File: src/verilog/cycle_seq_pkg.sv
// Constants for the DRAM cycle sequencer: cycle kinds, configurations,
// and the per-configuration strobe edge schedule (half-clock units).
// Assumes a single 200 MHz controller clock; edges are counted from clock 0.
`default_nettype none

package cycle_seq_pkg;

  // ****************************************************************
  // Cycle kinds
  // ****************************************************************
  typedef enum logic [2:0] {
    KIND_READ    = 3'h0,
    KIND_WRITE   = 3'h1,
    KIND_PARTIAL = 3'h2,
    KIND_REFRESH = 3'h3,
    KIND_INIT    = 3'h4
  } kind_t;

  typedef enum logic [1:0] {
    ROW_RD  = 2'h0,
    ROW_WR  = 2'h1,
    ROW_RMW = 2'h2
  } row_t;

  typedef enum logic [0:0] {
    ST_IDLE = 1'h0,
    ST_RUN  = 1'h1
  } state_t;

  // Edge positions are half clocks: 2n is n falling, 2n+1 is n rising
  localparam int EW = 5;
  typedef logic [EW-1:0] edge_t;

  typedef struct packed {
    edge_t sw_l;   // Port switch strobe low
    edge_t dm_h;   // Correction data mode low
    edge_t ras_h;  // Row strobe high
    edge_t cas_l;  // Column strobe low
    edge_t cas_h;  // Column strobe high
    edge_t we_l;   // Write strobe low
    edge_t we_h;   // Write strobe high
    edge_t rw_l;   // Correction read/write low
    edge_t len_h;  // Address latch low
    edge_t end_e;  // Cycle end
  } sched_t;

  localparam edge_t E_NONE = 5'h1f;
  localparam logic [2:0] NUM_CFG = 3'h7;

  // Config index packs slow-cycle flag and the ram/extend/frequency bits
  localparam logic [2:0] CFG_C0 = 3'h0;
  localparam logic [2:0] CFG_C1 = 3'h1;
  localparam logic [2:0] CFG_C2 = 3'h2;
  localparam logic [2:0] CFG_C3 = 3'h3;
  localparam logic [2:0] CFG_C4 = 3'h4;
  localparam logic [2:0] CFG_C5 = 3'h5;
  localparam logic [2:0] CFG_C6 = 3'h6;

  // Initialization write strobe lead in half clocks before column strobe
  localparam edge_t INIT_WE_L = 5'h02;
  localparam edge_t INIT_CAS_L = 5'h08;

  // Correcting-mode schedules, row then config; falling edges as 2n
  function automatic sched_t sched(input row_t row, input logic [2:0] cfg);
    sched_t s;
    logic   fast01;
    logic   slow;
    s      = '{default: E_NONE};
    fast01 = (cfg == CFG_C0) || (cfg == CFG_C1);
    slow   = (cfg >= CFG_C4);
    s.len_h = slow ? E_NONE : 5'h04;
    if (!slow) begin
      case (row)
        ROW_RD: begin
          s = '{sw_l: fast01 ? 5'h0a : 5'h0c, dm_h: fast01 ? 5'h0c : 5'h0e,
                ras_h: fast01 ? 5'h08 : 5'h0a, cas_l: 5'h02, cas_h: fast01 ? 5'h0c : 5'h0e,
                we_l: E_NONE, we_h: E_NONE, rw_l: E_NONE, len_h: 5'h04,
                end_e: fast01 ? 5'h10 : 5'h12};
        end
        ROW_WR: begin
          s = '{sw_l: fast01 ? 5'h0a : 5'h0c, dm_h: E_NONE,
                ras_h: fast01 ? 5'h0c : 5'h0e, cas_l: 5'h02, cas_h: fast01 ? 5'h0c : 5'h0e,
                we_l: fast01 ? 5'h06 : 5'h08, we_h: fast01 ? 5'h0c : 5'h0e,
                rw_l: 5'h02, len_h: 5'h04, end_e: fast01 ? 5'h10 : 5'h12};
        end
        default: begin
          s = '{sw_l: fast01 ? 5'h10 : 5'h14, dm_h: fast01 ? 5'h12 : 5'h16,
                ras_h: fast01 ? 5'h12 : 5'h16, cas_l: 5'h02, cas_h: fast01 ? 5'h12 : 5'h16,
                we_l: fast01 ? 5'h0c : 5'h10, we_h: fast01 ? 5'h12 : 5'h16,
                rw_l: fast01 ? 5'h08 : 5'h0a, len_h: 5'h04, end_e: fast01 ? 5'h18 : 5'h1c};
        end
      endcase
    end else begin
      case (row)
        ROW_RD: begin
          s = '{sw_l: 5'h06, dm_h: 5'h08, ras_h: 5'h06, cas_l: 5'h00, cas_h: 5'h08,
                we_l: E_NONE, we_h: E_NONE, rw_l: E_NONE, len_h: E_NONE, end_e: 5'h0a};
        end
        ROW_WR: begin
          s = '{sw_l: (cfg == CFG_C6) ? 5'h06 : 5'h08, dm_h: E_NONE,
                ras_h: (cfg == CFG_C6) ? 5'h08 : 5'h0a, cas_l: 5'h00,
                cas_h: (cfg == CFG_C6) ? 5'h08 : 5'h0a, we_l: (cfg == CFG_C6) ? 5'h05 : 5'h07,
                we_h: (cfg == CFG_C6) ? 5'h08 : 5'h0a, rw_l: 5'h03, len_h: E_NONE,
                end_e: (cfg == CFG_C6) ? 5'h0a : 5'h0c};
        end
        default: begin
          s = '{sw_l: (cfg == CFG_C6) ? 5'h08 : 5'h0c, dm_h: (cfg == CFG_C6) ? 5'h0a : 5'h0e,
                ras_h: (cfg == CFG_C6) ? 5'h0a : 5'h0e, cas_l: 5'h00,
                cas_h: (cfg == CFG_C6) ? 5'h0a : 5'h0e, we_l: (cfg == CFG_C6) ? 5'h07 : 5'h0b,
                we_h: (cfg == CFG_C6) ? 5'h0a : 5'h0e, rw_l: (cfg == CFG_C6) ? 5'h05 : 5'h07,
                len_h: E_NONE, end_e: (cfg == CFG_C6) ? 5'h0c : 5'h10};
        end
      endcase
    end
    return s;
  endfunction : sched

endpackage : cycle_seq_pkg

`default_nettype wire

File: src/verilog/dram_cycle_sequencer.sv
// DRAM cycle sequencer: issues row, column, write and port-side strobes
// for one memory cycle at a time in error-correcting mode.
// Assumes arbitration has already chosen the cycle; inputs are synchronous.
`default_nettype none

module dram_cycle_sequencer (
  input  wire logic       clk_in,
  input  wire logic       nrst_in,
  input  wire logic       start_in,
  input  wire logic [2:0] kind_in,
  input  wire logic       port_b_in,
  input  wire logic       port_a_fast_in,
  input  wire logic       slow_cycle_in,
  input  wire logic       slow_ram_in,
  input  wire logic       extend_in,
  input  wire logic       freq_in,
  input  wire logic       error_in,
  input  wire logic       fatal_in,
  input  wire logic       command_in,
  output logic            busy_out,
  output logic            row_strobe_n_out,
  output logic            col_strobe_n_out,
  output logic            write_strobe_n_out,
  output logic            read_write_out,
  output logic            port_switch_strobe_out,
  output logic            port_select_out,
  output logic            correction_data_mode_out,
  output logic            address_latch_strobe_out,
  output logic            address_mux_select_out,
  output logic            error_strobe_out,
  output logic            early_ack_n_out,
  output logic            late_ack_n_out,
  output logic            transfer_ack_n_out
);

  // ****************************************************************
  // Cycle state
  // ****************************************************************
  cycle_seq_pkg::state_t state_r, state_nxt;
  cycle_seq_pkg::edge_t  pos_r, pos_nxt;
  cycle_seq_pkg::kind_t  kind_r, kind_nxt;
  cycle_seq_pkg::sched_t sch_r, sch_nxt;
  logic [2:0]            cfg;
  logic                  port_r, port_nxt;
  logic                  err_r, err_nxt;
  logic                  fatal_r, fatal_nxt;
  logic                  transfer_ack_r, transfer_ack_nxt;
  logic                  ras_r, cas_r, we_r, rw_r, sw_r, dm_r, len_r, mux_r, est_r, eack_r, lack_r;
  logic                  ras_nxt, cas_nxt, we_nxt, rw_nxt, sw_nxt, dm_nxt, len_nxt, mux_nxt;
  logic                  est_nxt, eack_nxt, lack_nxt;
  logic                  is_rf, is_rd, use_rmw;

  // Configuration from programming bits; slow RAM and extend together lengthen (fast cycles, freq low)
  always_comb begin
    if (slow_cycle_in) begin
      cfg = (slow_ram_in && extend_in && !freq_in) ? cycle_seq_pkg::CFG_C4 :
            (freq_in ? cycle_seq_pkg::CFG_C6 : cycle_seq_pkg::CFG_C5);
    end else if (freq_in) begin
      cfg = cycle_seq_pkg::CFG_C0;
    end else begin
      cfg = (slow_ram_in && extend_in) ? cycle_seq_pkg::CFG_C3 :
            ((slow_ram_in || extend_in) ? cycle_seq_pkg::CFG_C1 : cycle_seq_pkg::CFG_C0);
    end
  end

  // Error can only change the schedule once sampled mid-cycle
  always_comb begin
    is_rf   = (kind_r == cycle_seq_pkg::KIND_REFRESH);
    is_rd   = (kind_r == cycle_seq_pkg::KIND_READ);
    use_rmw = (kind_r == cycle_seq_pkg::KIND_PARTIAL) || ((is_rd || is_rf) && err_r);
  end

  // ****************************************************************
  // Next-state and strobe edges
  // ****************************************************************
  always_comb begin
    state_nxt = state_r;
    pos_nxt   = pos_r;
    kind_nxt  = kind_r;
    sch_nxt   = sch_r;
    port_nxt  = port_r;
    err_nxt   = err_r;
    fatal_nxt = fatal_r;
    ras_nxt   = ras_r;
    cas_nxt   = cas_r;
    we_nxt    = we_r;
    rw_nxt    = rw_r;
    sw_nxt    = sw_r;
    dm_nxt    = dm_r;
    len_nxt   = len_r;
    mux_nxt   = mux_r;
    est_nxt   = est_r;
    eack_nxt  = eack_r;
    lack_nxt  = lack_r;
    transfer_ack_nxt  = transfer_ack_r;
    case (state_r)
      cycle_seq_pkg::ST_IDLE: begin
        if (start_in) begin
          state_nxt = cycle_seq_pkg::ST_RUN;
          pos_nxt   = '0;
          kind_nxt  = cycle_seq_pkg::kind_t'(kind_in);
          port_nxt  = port_b_in;
          err_nxt   = 1'b0;
          fatal_nxt = 1'b0;
          ras_nxt   = 1'b1;
          sw_nxt    = 1'b1;
          // Data mode belongs to read-type rows only; writes never raise it
          dm_nxt    = (kind_in == 3'(cycle_seq_pkg::KIND_READ)) ||
                      (kind_in == 3'(cycle_seq_pkg::KIND_REFRESH));
          mux_nxt   = 1'b1;
          len_nxt   = !port_b_in && port_a_fast_in && !slow_cycle_in &&
                      (kind_in != 3'(cycle_seq_pkg::KIND_REFRESH));
          sch_nxt   = cycle_seq_pkg::sched((kind_in == 3'(cycle_seq_pkg::KIND_WRITE) ||
                                            kind_in == 3'(cycle_seq_pkg::KIND_INIT)) ?
                                           cycle_seq_pkg::ROW_WR :
                                           (kind_in == 3'(cycle_seq_pkg::KIND_PARTIAL)) ?
                                           cycle_seq_pkg::ROW_RMW : cycle_seq_pkg::ROW_RD, cfg);
          if (kind_in == 3'(cycle_seq_pkg::KIND_INIT)) begin
            sch_nxt.we_l  = cycle_seq_pkg::INIT_WE_L;
            sch_nxt.cas_l = cycle_seq_pkg::INIT_CAS_L;
          end
        end
      end
      cycle_seq_pkg::ST_RUN: begin
        pos_nxt = cycle_seq_pkg::edge_t'(pos_r + 5'h01);
        // Error arrives before the write phase; switch to modify-write row
        if (pos_r == 5'h03 && (is_rd || is_rf || kind_r == cycle_seq_pkg::KIND_PARTIAL) && error_in) begin
          err_nxt   = 1'b1;
          fatal_nxt = fatal_in;
          sch_nxt   = cycle_seq_pkg::sched(cycle_seq_pkg::ROW_RMW, cfg);
          if (is_rd) begin
            sch_nxt.cas_l = sch_r.cas_l;
          end
        end
        if (pos_r == 5'h02) begin
          mux_nxt = 1'b0;
        end
        // Table edges are half clocks; the position counts whole clocks
        if (pos_r == (sch_r.len_h >> 1)) len_nxt = 1'b0;
        if (pos_r == (sch_r.sw_l >> 1)) sw_nxt = 1'b0;
        if (pos_r == (sch_r.dm_h >> 1)) dm_nxt = 1'b0;
        if (pos_r == (sch_r.ras_h >> 1)) ras_nxt = 1'b0;
        if (pos_r == (sch_r.cas_l >> 1) && ras_r) cas_nxt = 1'b1;
        if (pos_r == (sch_r.cas_h >> 1)) cas_nxt = 1'b0;
        // Write strobe only after column strobe except initialization
        if (pos_r == (sch_r.we_l >> 1) && (cas_r || kind_r == cycle_seq_pkg::KIND_INIT) && !fatal_r) begin
          we_nxt = 1'b1;
        end
        if (pos_r == (sch_r.we_h >> 1)) we_nxt = 1'b0;
        if (pos_r == (sch_r.rw_l >> 1)) rw_nxt = 1'b1;
        if (pos_r == (sch_r.we_h >> 1)) rw_nxt = 1'b0;
        // Data mode withheld for partial writes; refresh scrubbing keeps it
        if (kind_r == cycle_seq_pkg::KIND_PARTIAL) dm_nxt = 1'b0;
        // Error strobe only for read and partial write with error
        est_nxt = err_r && !is_rf && (pos_r == (sch_r.rw_l >> 1));
        // Acks keep plain-read timing and never in refresh
        eack_nxt = !is_rf && (eack_r || pos_r == 5'h02);
        lack_nxt = !is_rf && (lack_r || pos_r == 5'h06);
        if (!is_rf && pos_r == 5'h06) transfer_ack_nxt = 1'b1;
        if (pos_r == (sch_r.end_e >> 1) - 5'h01) begin
          state_nxt = cycle_seq_pkg::ST_IDLE;
          eack_nxt  = 1'b0;
          lack_nxt  = 1'b0;
        end
      end
      default: state_nxt = cycle_seq_pkg::ST_IDLE;
    endcase
    if (!command_in) transfer_ack_nxt = 1'b0;
  end

  // Registers; each strobe set and cleared on its scheduled edge
  always_ff @(posedge clk_in or negedge nrst_in) begin
    if (!nrst_in) begin
      state_r <= cycle_seq_pkg::ST_IDLE;
      pos_r   <= '0;
      kind_r  <= cycle_seq_pkg::KIND_READ;
      sch_r   <= '{default: cycle_seq_pkg::E_NONE};
      port_r  <= 1'b0;
      err_r   <= 1'b0;
      fatal_r <= 1'b0;
      ras_r   <= 1'b0;
      cas_r   <= 1'b0;
      we_r    <= 1'b0;
      rw_r    <= 1'b0;
      sw_r    <= 1'b0;
      dm_r    <= 1'b0;
      len_r   <= 1'b0;
      mux_r   <= 1'b0;
      est_r   <= 1'b0;
      eack_r  <= 1'b0;
      lack_r  <= 1'b0;
      transfer_ack_r  <= 1'b0;
    end else begin
      state_r <= state_nxt;
      pos_r   <= pos_nxt;
      kind_r  <= kind_nxt;
      sch_r   <= sch_nxt;
      port_r  <= port_nxt;
      err_r   <= err_nxt;
      fatal_r <= fatal_nxt;
      ras_r   <= ras_nxt;
      cas_r   <= cas_nxt;
      we_r    <= we_nxt;
      rw_r    <= rw_nxt;
      sw_r    <= sw_nxt;
      dm_r    <= dm_nxt;
      len_r   <= len_nxt;
      mux_r   <= mux_nxt;
      est_r   <= est_nxt;
      eack_r  <= eack_nxt;
      lack_r  <= lack_nxt;
      transfer_ack_r  <= transfer_ack_nxt;
    end
  end

  // Outputs straight from flops, except transfer ack release is immediate
  always_comb begin
    busy_out                 = (state_r == cycle_seq_pkg::ST_RUN);
    row_strobe_n_out         = !ras_r;
    col_strobe_n_out         = !cas_r;
    write_strobe_n_out       = !we_r;
    read_write_out           = !rw_r;
    port_switch_strobe_out   = sw_r;
    port_select_out          = port_r;
    correction_data_mode_out = dm_r;
    address_latch_strobe_out = len_r;
    address_mux_select_out   = mux_r;
    error_strobe_out         = est_r;
    early_ack_n_out          = !eack_r;
    late_ack_n_out           = !lack_r;
    transfer_ack_n_out       = !(transfer_ack_r && command_in);
  end

endmodule : dram_cycle_sequencer

`default_nettype wire
File: config.mk
export PLATFORM = sky130hd
export DESIGN_NAME = dram_cycle_sequencer
export DESIGN_NICKNAME = d
export VERILOG_FILES = /design/src/verilog/cycle_seq_pkg.sv /design/src/verilog/dram_cycle_sequencer.sv
export SDC_FILE = /design/constraint.sdc
export NUM_CORES = 1
export LEC_CHECK = 0
export ABC_AREA = 1
export BUFFER_PORTS_ARGS = -buffer_cell sky130_fd_sc_hd__buf_2
export CORE_MARGIN = 2
export CORE_UTILIZATION = 35
export CTS_BUF_LIST = sky130_fd_sc_hd__clkbuf_16
export DETAILED_ROUTE_END_ITERATION = 10
export PLACE_DENSITY = 0.5
export SLEW_MARGIN = 5
export SYNTH_ARGS = -nofsm -noshare
export SYNTH_HDL_FRONTEND = slang
export SYNTH_SLANG_ARGS = --single-unit
File: constraint.sdc
create_clock -name clk_in -period 1.8 [get_ports clk_in]
set_input_delay 0.18 -clock clk_in [delete_from_list [all_inputs] [get_ports clk_in]]
set_output_delay 0.18 -clock clk_in [all_outputs]
set_load 0.1 [all_outputs]
# --- Word level (Yosys, flattened, before mapping) ---
# Cells that the tools add are included.
totals:
  regBits: 74
  elab_cells: 192
op_classes:
  add_sub_neg: 2
  n_lt_le_gt_ge: 1
  n_eq_ne: 34
  muxes: 70
  n_bitwise: 1
  reduce_logical: 56
op_table:
  columns: ["operator", "count"]
  rows:
  - ["50-bit two-way mux", 4]
  - ["50-bit case mux with 2 select lines", 2]
  - ["49-bit case mux with 2 select lines", 1]
  - ["5-bit by 4-bit == test with 1-bit output", 9]
  - ["5-bit two-way mux", 6]
  - ["1-bit two-way mux", 26]
  - ["3-bit two-way mux", 8]
  - ["2-bit two-way mux", 11]
  - ["2-bit AND reduction", 11]
  - ["1-bit logical AND", 16]
  - ["1-bit case mux with 2 select lines", 8]
  - ["2-bit by 1-bit inequality test with 1-bit output, second input constant", 7]
  - ["3-bit by 2-bit == test with 1-bit output, second input constant", 4]
  - ["1-bit logical NOT", 12]
  - ["4-bit two-way mux", 3]
  - ["5-bit by 2-bit == test with 1-bit output, second input constant", 2]
  - ["5-bit case mux with 2 select lines", 1]
  - ["3-bit == test, second input constant", 3]
  - ["3-bit logical NOT", 3]
  - ["1-bit logical OR", 9]
  - ["3-bit by 1-bit == test with 1-bit output, second input constant", 2]
  - ["2-bit nonzero test", 3]
  - ["5-bit by 1-bit adder with 5-bit output, second input constant", 1]
  - ["5-bit by 3-bit == test with 1-bit output, second input constant", 1]
  - ["10 further kinds", 11]

# --- Logic depth before layout (Yosys ltp) ---
# Gate-level depths: netlist of run 1.
depth:
  word_depth: 13
  ltp_mapped: 10
  ltp_nobuf: 10

# --- Worst setup path before layout of run 1 ---
# No wires, ideal clock.
synth_path:
  path_kind: "register to register"
  startpoint: "register state_r, in the netlist busy_out"
  endpoint: "register sch_r[27] in the netlist's numbering"
  setup_ns: 0.073
  arrival_time_ns: 1.964
  required_ns: 1.727
  slack_ns: -0.237
  path_stages_with_launch: 10
  path_buffers: 1
  period_less_slack_ns: 2.037
  cell_sequence: "dfrtp_1 inv_2 nor2_2 inv_2 nor2_1 nand3_1 nand2_2 inv_2 buf_2 a21oi_1"
synth_between:
  elab_chain_cells: 3
  word_cells_on_any_way: 5
  classes_between: "2 x eq/ne; 1 x mux; 1 x bitwise; 1 x reduce/logical"
synth_lines:
  columns: ["item", "line_no", "source"]
  rows:
  - ["start: declaration", "dram_cycle_sequencer.sv:39", "cycle_seq_pkg::state_t state_r, state_nxt;"]
  - ["start signal: assignment", "dram_cycle_sequencer.sv:174", "state_r <= cycle_seq_pkg::ST_IDLE;"]
  - ["start signal: assignment", "dram_cycle_sequencer.sv:194", "state_r <= state_nxt;"]
  - ["1-bit inverter (no line)", null, null]
  - ["2-bit inequality test (no line)", null, null]
  - ["2-bit AND reduction (no line)", null, null]
  - ["end signal: assignment", "dram_cycle_sequencer.sv:197", "sch_r <= sch_nxt;"]
  - ["end: declaration", "dram_cycle_sequencer.sv:42", "cycle_seq_pkg::sched_t sch_r, sch_nxt;"]
# Parallel ways exist; a longest one is shown, timed or not.
# A chain may end at the register's enable or synchronous reset.

# --- Final worst setup path of run 1 ---
layout_path:
  startpoint: "register state_r, in the netlist busy_out"
  endpoint: "output port busy_out"
layout_lines:
  columns: ["item", "line_no", "source"]
  rows:
  - ["end: declaration", "dram_cycle_sequencer.sv:20", "output logic busy_out,"]
# No word-level cell between the ends.

==> flow_summary.ini, run 1 <==
[synth]
synthAdderAreaFrac_pct = 1.202
synthSimpleGateAreaFrac_pct = 26.60
yosysMostFrequentCell = nand2_1
ys_types = 33
synth_cells = 416
synth_xor_area_share_pct = 5.889
syn_area_um2 = 3123
yosys_warnings = 0
synth_compound_area_share_pct = 12.30
postSynth.asyncResetShare_pct = 100.0
yosysTopAreaCell = dfstp_2
synth_edf_count = 0
synthMuxAreaShare_pct = 0
synth_seq_area_share_pct = 45.31
synth_top_area_share_pct = 26.08
synthFlopType = dfstp_2
syn_area_per_cell_um2 = 7.507
ys_ff_latch = 55
synth_top_family_by_area = simple AND/OR/NAND/NOR gates
synthTopCellsByArea = dfstp_2, dfrtp_1, nand2_1, o21ai_0, inv_1
syn-num-nets = 434
synthTopCellsByCount = nand2_1, inv_1, o21ai_0

[setup_path]
cp-end-kind = output pin
critPathRequiredTime_ps = 1620
crit-reg2reg-launch = pos_r[4]
startpoint = busy_out
start_kind = register
path_class = reg -> out
critical_path.max_fanout = 22
cp.arrival_ps = 1510
reg2reg_depth = 8

[clock_network]
numCtsBuffers = 5
clk_latency_ps = 290
root_buffer = clkbuf_16
clk_path_buf_depth = 2
postCtsSetupRepairBufs = 0
h-tree-depth = 2
clock_sinks = 55
clk_pin_slew_ps = 80
cts_tree = done

[placement]
dp_slack_ps = 139.0
gp_congestion = 0.8835
dpl.hpwl_um = 6715
io_buffers = 28

[pwr]
power.static_leakage_nw = 1.787
power-per-cell-area_nw_per_um2 = 2035
vdd_drop_max_v = 0.0008573

[worst_hold_path]
worstHoldStart = command_in
hold_path_depth = 3
hp-class = in -> reg

[floorplanning]
row_count = 34
dieArea_um2 = 9694
die_width_um = 98.46
fp.dieH_um = 98.46
initial_core_util_pct = 35.99
core_um2 = 8678
io_pins = 29

[route]
drt_wl_total_um = 9040
wl_per_cell_um = 16.00
via_per_inst = 5.032
drcViolationCount = 0
firstDrtPassIters = 4
vias = 2843
drtIter0Drc = 133
ant_nets = 0

[sta]
rsz0062_at_grt = no
fin_crit_sh_pct = 93.77
setup-violations-final = 0
fin_ws_ps = 112.1
min_period_ps = 1688
slew_headroom_pct = 56.21
max_freq_ghz = 0.5925
tns_ps = 0
tightest_slew_ps = 650.0
fin_skew_ps = 6.897
final_max_slew_viol_count = 0
hold_viol = 0

[layout]
drive_gt1_share_pct = 20.57
multi_input_area_um2 = 1436
top_regs = sch_r (31), pos_r (5), kind_r (3)
regArea_um2 = 1416
n_antenna_cell = 0
largest-register = sch_r
area_growth_pct = 17.83
largest_register_ff_count = 31
nets = 474
fillers = 915

[global_route]
grt_max_degree = 56
antenna_found_initial = 0
gr-total-overflow = 0
grt_pass1_vias = 2886
track_usage_pct = 19.68
grt_pass1_wl_um = 15100

[flow_run]
max-cap-violations = 0

[outcome]
outcome = complete, no violations
==> kinds of logic after synthesis <==
family / after synthesis
flip-flops: 55
AO/OA/AOI/OAI: 72
buffers and inverters: 69
XOR/XNOR: 21
adder cells (fa/ha/maj): 3
AND/OR/NAND/NOR: 196
==> final cells by class <==
| type | instances | share of cell area [%] |
|---|---|---|
| clock inverters | 2 | 0.9181 |
| well taps | 108 | 3.672 |
| inverters | 54 | 5.508 |
| multi-input cells | 292 | 39.03 |
| repair buffers | 48 | 8.297 |
| clock buffers | 6 | 4.080 |
| flip-flops and latches | 55 | 38.49 |
==> report_power, final <==
part,leakage (nW),internal (mW),switching [mW]
Clock,0.0934,0.737,0.452
Combinational,1.07,1.14,2.72
Sequential,0.622,2.04,0.401
==> per-layer routing <==
layer	up-vias	track usage [%]	share of wire, %
li1	1418	-	-
met2	92	30.40	45
met1	1325	28.82	50
met5	-	0	0
met4	0	4.847	1.4
met3	8	3.475	4.3
==> what timing repair did <==
action                                 CTS  global route
resized for setup                        0             0
endpoints found under the hold margin   24             0
hold buffers                             1             0
setup endpoints to repair                0             3
==> through the flow <==
step	instance area, µm²	power [mW]	hold WS [ps]	utilization, %	cells
2_1_floorplan	3124	5.232	-115.6	-	416
4_1_cts	3680	7.509	127.6	42.40	565
3_5_place_dp	3486	6.302	199.4	40.17	556
6_report	3680	7.489	128.6	42.40	565
3_3_place_gp	3486	6.296	206.5	40.17	556
5_1_grt	3680	8.055	144.4	42.40	565
==> layout by cell type (no fill, tap or decap), types with 2 or more instances in the layout <==
master | synthesis | routed
o21ai_1 | 6 | 6
nor2_1 | 34 | 34
inv_1 | 50 | 51
nor3_1 | 4 | 4
xnor2_1 | 8 | 8
o22ai_1 | 3 | 3
a21oi_1 | 17 | 17
o211ai_1 | 2 | 2
or2_2 | 2 | 2
nand3_1 | 34 | 34
dfrtp_1 | 24 | 23
inv_2 | 3 | 3
nand4_1 | 8 | 8
ha_1 | 3 | 3
xor2_1 | 13 | 13
nor4_1 | 3 | 3
nand2_1 | 107 | 107
o21ai_0 | 38 | 38
clkbuf_16 | 0 | 6
dfstp_2 | 31 | 31
buf_2 | 7 | 28
buf_4 | 1 | 18
==> path summary, 6_finish.rpt <==
path                                       end  slack (ps)
worst max-delay path                  busy_out         110
worst min-delay path            transfer_ack_r         130
worst max register to register       sch_r[22]         160
worst min register to register  transfer_ack_r         470
max in group asynchronous            sch_r[37]        1080
min in group asynchronous               eack_r         420
==> worst max-delay path: stages, from the launching register on <==
cell     delay (ps)
dfrtp_2         440
buf_4           290
buf_2           480
(Power assumes the default switching activity.)
==> run 2, diff against run 1 <==
Settings changed: CORE_UTILIZATION 35 to 59, PLACE_DENSITY 0.5 to 0.77.
==> flow_summary.ini, run 2 (synthesis results as in run 1) <==
[placement]
io_buffers = 28
dpl.hpwl_um = 6095
gp_congestion = 0.9489

[flow_run]
max-cap-violations = 0

[global_route]
gr-total-overflow = 0
grt_max_degree = 56
grt_pass1_wl_um = 13830
track_usage_pct = 29.84
antenna_found_initial = 0
grt_pass1_vias = 2858

[layout]
n_antenna_cell = 0
top_regs = sch_r (31), pos_r (5), kind_r (3)
final_util_pct = 70.01
largest_register_ff_count = 31
nets = 472
layout_commonest_cell = nand2_1
drive_gt1_share_pct = 20.22
final_cell_mix = nand2_1, inv_1, o21ai_0, nand3_1, nor2_1
area_growth_pct = 14.50
largest-register = sch_r

[floorplanning]
dieArea_um2 = 5891
row_count = 26
core_um2 = 5107
die_width_um = 76.76
initial_core_util_pct = 61.15
io_pins = 29
fp.dieH_um = 76.76

[sta]
slew_headroom_pct = 62.51
tns_ps = 0
max_freq_ghz = 0.6189
rsz0062_at_grt = no
hold_viol = 0
setup-violations-final = 0
final_max_slew_viol_count = 0
fin_skew_ps = 6.933
fin_crit_sh_pct = 89.76
tightest_slew_ps = 557.2
min_period_ps = 1616

[route]
drtIter0Drc = 265
drcViolationCount = 0
wl_per_cell_um = 15.80
firstDrtPassIters = 4
vias = 2943
via_per_inst = 5.606
drt_wl_total_um = 8296
ant_nets = 0

[clock_network]
cts_hold_buf = 1
clk_latency_ps = 290
clk_path_buf_depth = 2
clock_sinks = 55
cts_tree = done
h-tree-depth = 2
postCtsSetupRepairBufs = 0
clk_pin_slew_ps = 70
root_buffer = clkbuf_16
numCtsBuffers = 5
postCtsResizedCells = 0

[setup_path]
cp-end-kind = register
critical_path.max_fanout = 11
crit_slowest_cell = dfrtp_1
critPathRequiredTime_ps = 2030
critPathTopFamily = simple AND/OR/NAND/NOR gates
r2r_setup_slack_ps = 180
slowest_delay_ps = 390
path_class = reg -> reg
cp_cell_sequence = ha_1 -> nand2_1 -> nor2_1 -> nand3_1 -> nand2_2 -> buf_4 -> nand2_1 -> o21ai_1
critical_path_buf_inv_count = 1
start_kind = register
cp.arrival_ps = 1840
cpMostUsedCell = nand2_1

[pwr]
power-per-cell-area_nw_per_um2 = 2020
power.static_leakage_nw = 1.758
vdd_drop_max_v = 0.001021

[worst_hold_path]
hp-class = in -> reg

[outcome]
outcome = complete, no violations
-- run 2: cell types whose count changed in the layout (fill, tap and decap cells not counted), sizes merged --
cell	previous run	this run
buf	47	45
bufinv	1	0
clkbuf	6	5
clkinv	1	3
-- run 2: area by class of cell --
class / count / area, µm²
fillers: 448 / 1531
multi-input cells: 292 / 1436
flip-flops and latches: 55 / 1416
repair buffers: 46 / 290.3
inverters: 54 / 202.7
clock buffers: 5 / 125.1
well taps: 70 / 87.58
clock inverters: 3 / 17.52
-- run 2: per-layer routing --
metal / up-vias / wire length [µm] / part of all wire, % / global-route usage, %
li1: 1412 / - / - / -
met1: 1406 / 3616 / 44 / 40.46
met2: 110 / 3998 / 48 / 48.95
met3: 15 / 524 / 6.3 / 4.588
met4: 0 / 155 / 1.9 / 10.18
met5: - / 0 / 0 / 0
-- run 2: tightest hold or removal path: cells and delay by family --
kind,cells,cell delay [ps]
buffers and inverters,1,90
and+or+nand+nor,2,120
-- run 2: path summary, 6_finish.rpt --
check / from / end / depth (start not counted)
worst max-delay path: pos_r[0] / sch_r[48] / 8
worst min-delay path: command_in / transfer_ack_r / 3
worst max register to register: pos_r[0] / sch_r[48] / 8
worst min register to register: sch_r[32] / sch_r[32] / 2
max in group asynchronous: nrst_in / sch_r[44] / 3
min in group asynchronous: nrst_in / address_mux_select_out / 3
-- run 2: stage by stage --
step / setup slack (ps) / instance area (µm²) / cells / total power [mW] / hold WS [ps]
after floorplan: 68.14 / 3124 / 416 / 5.232 / -115.6
after global placement: 218.1 / 3423 / 516 / 6.133 / 196.8
after detailed placement: 185.1 / 3423 / 516 / 6.244 / 199.7
after CTS: 174.7 / 3576 / 525 / 7.202 / 123.1
after global routing: 11.37 / 3576 / 525 / 7.721 / 150.4
final: 184.2 / 3576 / 525 / 7.224 / 128.5
-- run 2: power by group --
group,switching [mW],internal (mW)
logic,2.74,1.15
clock network,0.427,0.511
registers,0.359,2.04
==> run 3, diff against run 2 <==
Settings changed: BUFFER_PORTS_ARGS -buffer_cell sky130_fd_sc_hd__buf_2 to -buffer_cell sky130_fd_sc_hd__clkbuf_2, CORE_ASPECT_RATIO from default to 0.8.
==> flow_summary.ini, run 3 (synthesis results as in run 1) <==
[global_route]
grt_pass1_vias = 2709
track_usage_pct = 29.71
grt_max_degree = 36
gr-total-overflow = 0
antenna_found_initial = 0
grt_pass1_wl_um = 13620

[route]
drcViolationCount = 0
ant_nets = 0
drtIter0Drc = 305
firstDrtPassIters = 5
vias = 2944
wl_per_cell_um = 15.96
via_per_inst = 5.640
drt_wl_total_um = 8332

[placement]
dp_cells = 510
io_buffers = 28
dpl.hpwl_um = 6168
gp_congestion = 0.9587

[layout]
nets = 477
multi_input_area_um2 = 1453
area_growth_pct = 15.62
final_cell_count_no_fill = 522
regArea_um2 = 1416
n_antenna_cell = 0
largest_register_ff_count = 31
fillers = 430
layout_commonest_cell = nand2_1
largest-register = sch_r
drive_gt1_share_pct = 21.09
top_regs = sch_r (31), pos_r (5), kind_r (3)
final_cell_mix = nand2_1, inv_1, o21ai_0, nor2_1, nand3_1

[sta]
min_period_ps = 1690
rsz0062_at_grt = no
slew_headroom_pct = 62.64
tns_ps = 0
tightest_slew_ps = 554.6
final_max_slew_viol_count = 0
setup-violations-final = 0
max_freq_ghz = 0.5919
fin_skew_ps = 5.811
hold_viol = 0
fin_crit_sh_pct = 93.87

[clock_network]
clock_sinks = 55
clk_path_buf_depth = 2
clk_pin_slew_ps = 70
numCtsBuffers = 5
root_buffer = clkbuf_16
clk_latency_ps = 290
h-tree-depth = 2
cts_tree = done

[floorplanning]
fp.dieH_um = 69.08
initial_core_util_pct = 61.66
dieArea_um2 = 5895
core_um2 = 5065
row_count = 23
io_pins = 29
die_width_um = 85.34

[setup_path]
r2r_setup_slack_ps = 150
crit-reg2reg-launch = pos_r[0]
cp-end-kind = output pin
cp.arrival_ps = 1510
slowest_delay_ps = 500
reg2reg_depth = 8
critical_path.max_fanout = 20
regToRegEndpoint = sch_r[11]
cp_cell_sequence = buf_4 -> clkbuf_2
path_class = reg -> out
crit_slowest_cell = clkbuf_2
start_kind = register
critPathRequiredTime_ps = 1620

[worst_hold_path]
worstHoldStart = command_in
hp-class = in -> reg
hold_end = transfer_ack_r
hold_path_depth = 3

[pwr]
power-per-cell-area_nw_per_um2 = 2013
power.static_leakage_nw = 1.791
vdd_drop_max_v = 0.001415

[outcome]
outcome = complete, no violations

[flow_run]
max-cap-violations = 0
run 3: final cells by class:
class	instances	area share, %
Tap cell	62	2.148
Sequential cell	55	39.22
Multi-Input combinational cell	293	40.23
Inverter	54	5.613
Clock buffer	5	3.465
Timing Repair Buffer	50	8.870
Clock inverter	3	0.4505
run 3: power breakdown:
part,switching (mW),leakage [nW],total (mW),internal [mW]
clock network,0.428,0.0726,0.937,0.509
registers,0.387,0.622,2.42,2.04
logic,2.73,1.10,3.91,1.18
total,3.54,1.79,7.27,3.72
run 3: worst max path at each step:
stage,startpoint,end,slack (ps),depth (start not counted)
floorplan,busy_out,sch_r[27],70,9
global placement,sch_r[1],busy_out,190,7
detailed placement,sch_r[1],busy_out,170,7
CTS,pos_r[0],sch_r[11],80,8
global route,pos_r[0],sch_r[23],30,10
finish,busy_out,busy_out,110,2
run 3: timing repair:
item / in CTS / in global routing
hold endpoints to repair: 11 / 0
hold buffers: 1 / 0
resized for setup: 0 / 2
setup endpoints to repair: 0 / 16
setup buffers: 0 / 2
run 3: routing by layer:
metal / GRT usage (%) / share of wire (%)
met3: 5.389 / 7.0
met1: 43.54 / 46
met5: 0 / 0
met4: 9.347 / 1.8
met2: 44.88 / 45
run 3: per-stage QoR:
stage	cell area [µm²]	hold WS [ps]	util [%]	setup WS, ps	power (mW)
floorplan	3124	-115.6	-	68.14	5.232
global placement	3428	196.5	67.69	191.6	6.152
detailed placement	3428	188.8	67.69	173.9	6.251
CTS	3580	121.9	70.68	75.04	7.208
global route	3611	146.3	71.29	29.59	7.745
finish	3611	120.9	71.29	110.4	7.269
run 3: critical path, delay by kind of cell, from the launching register on:
kind / cells / cell delay, ps
DFF: 1 / 440
buffers and inverters: 2 / 770
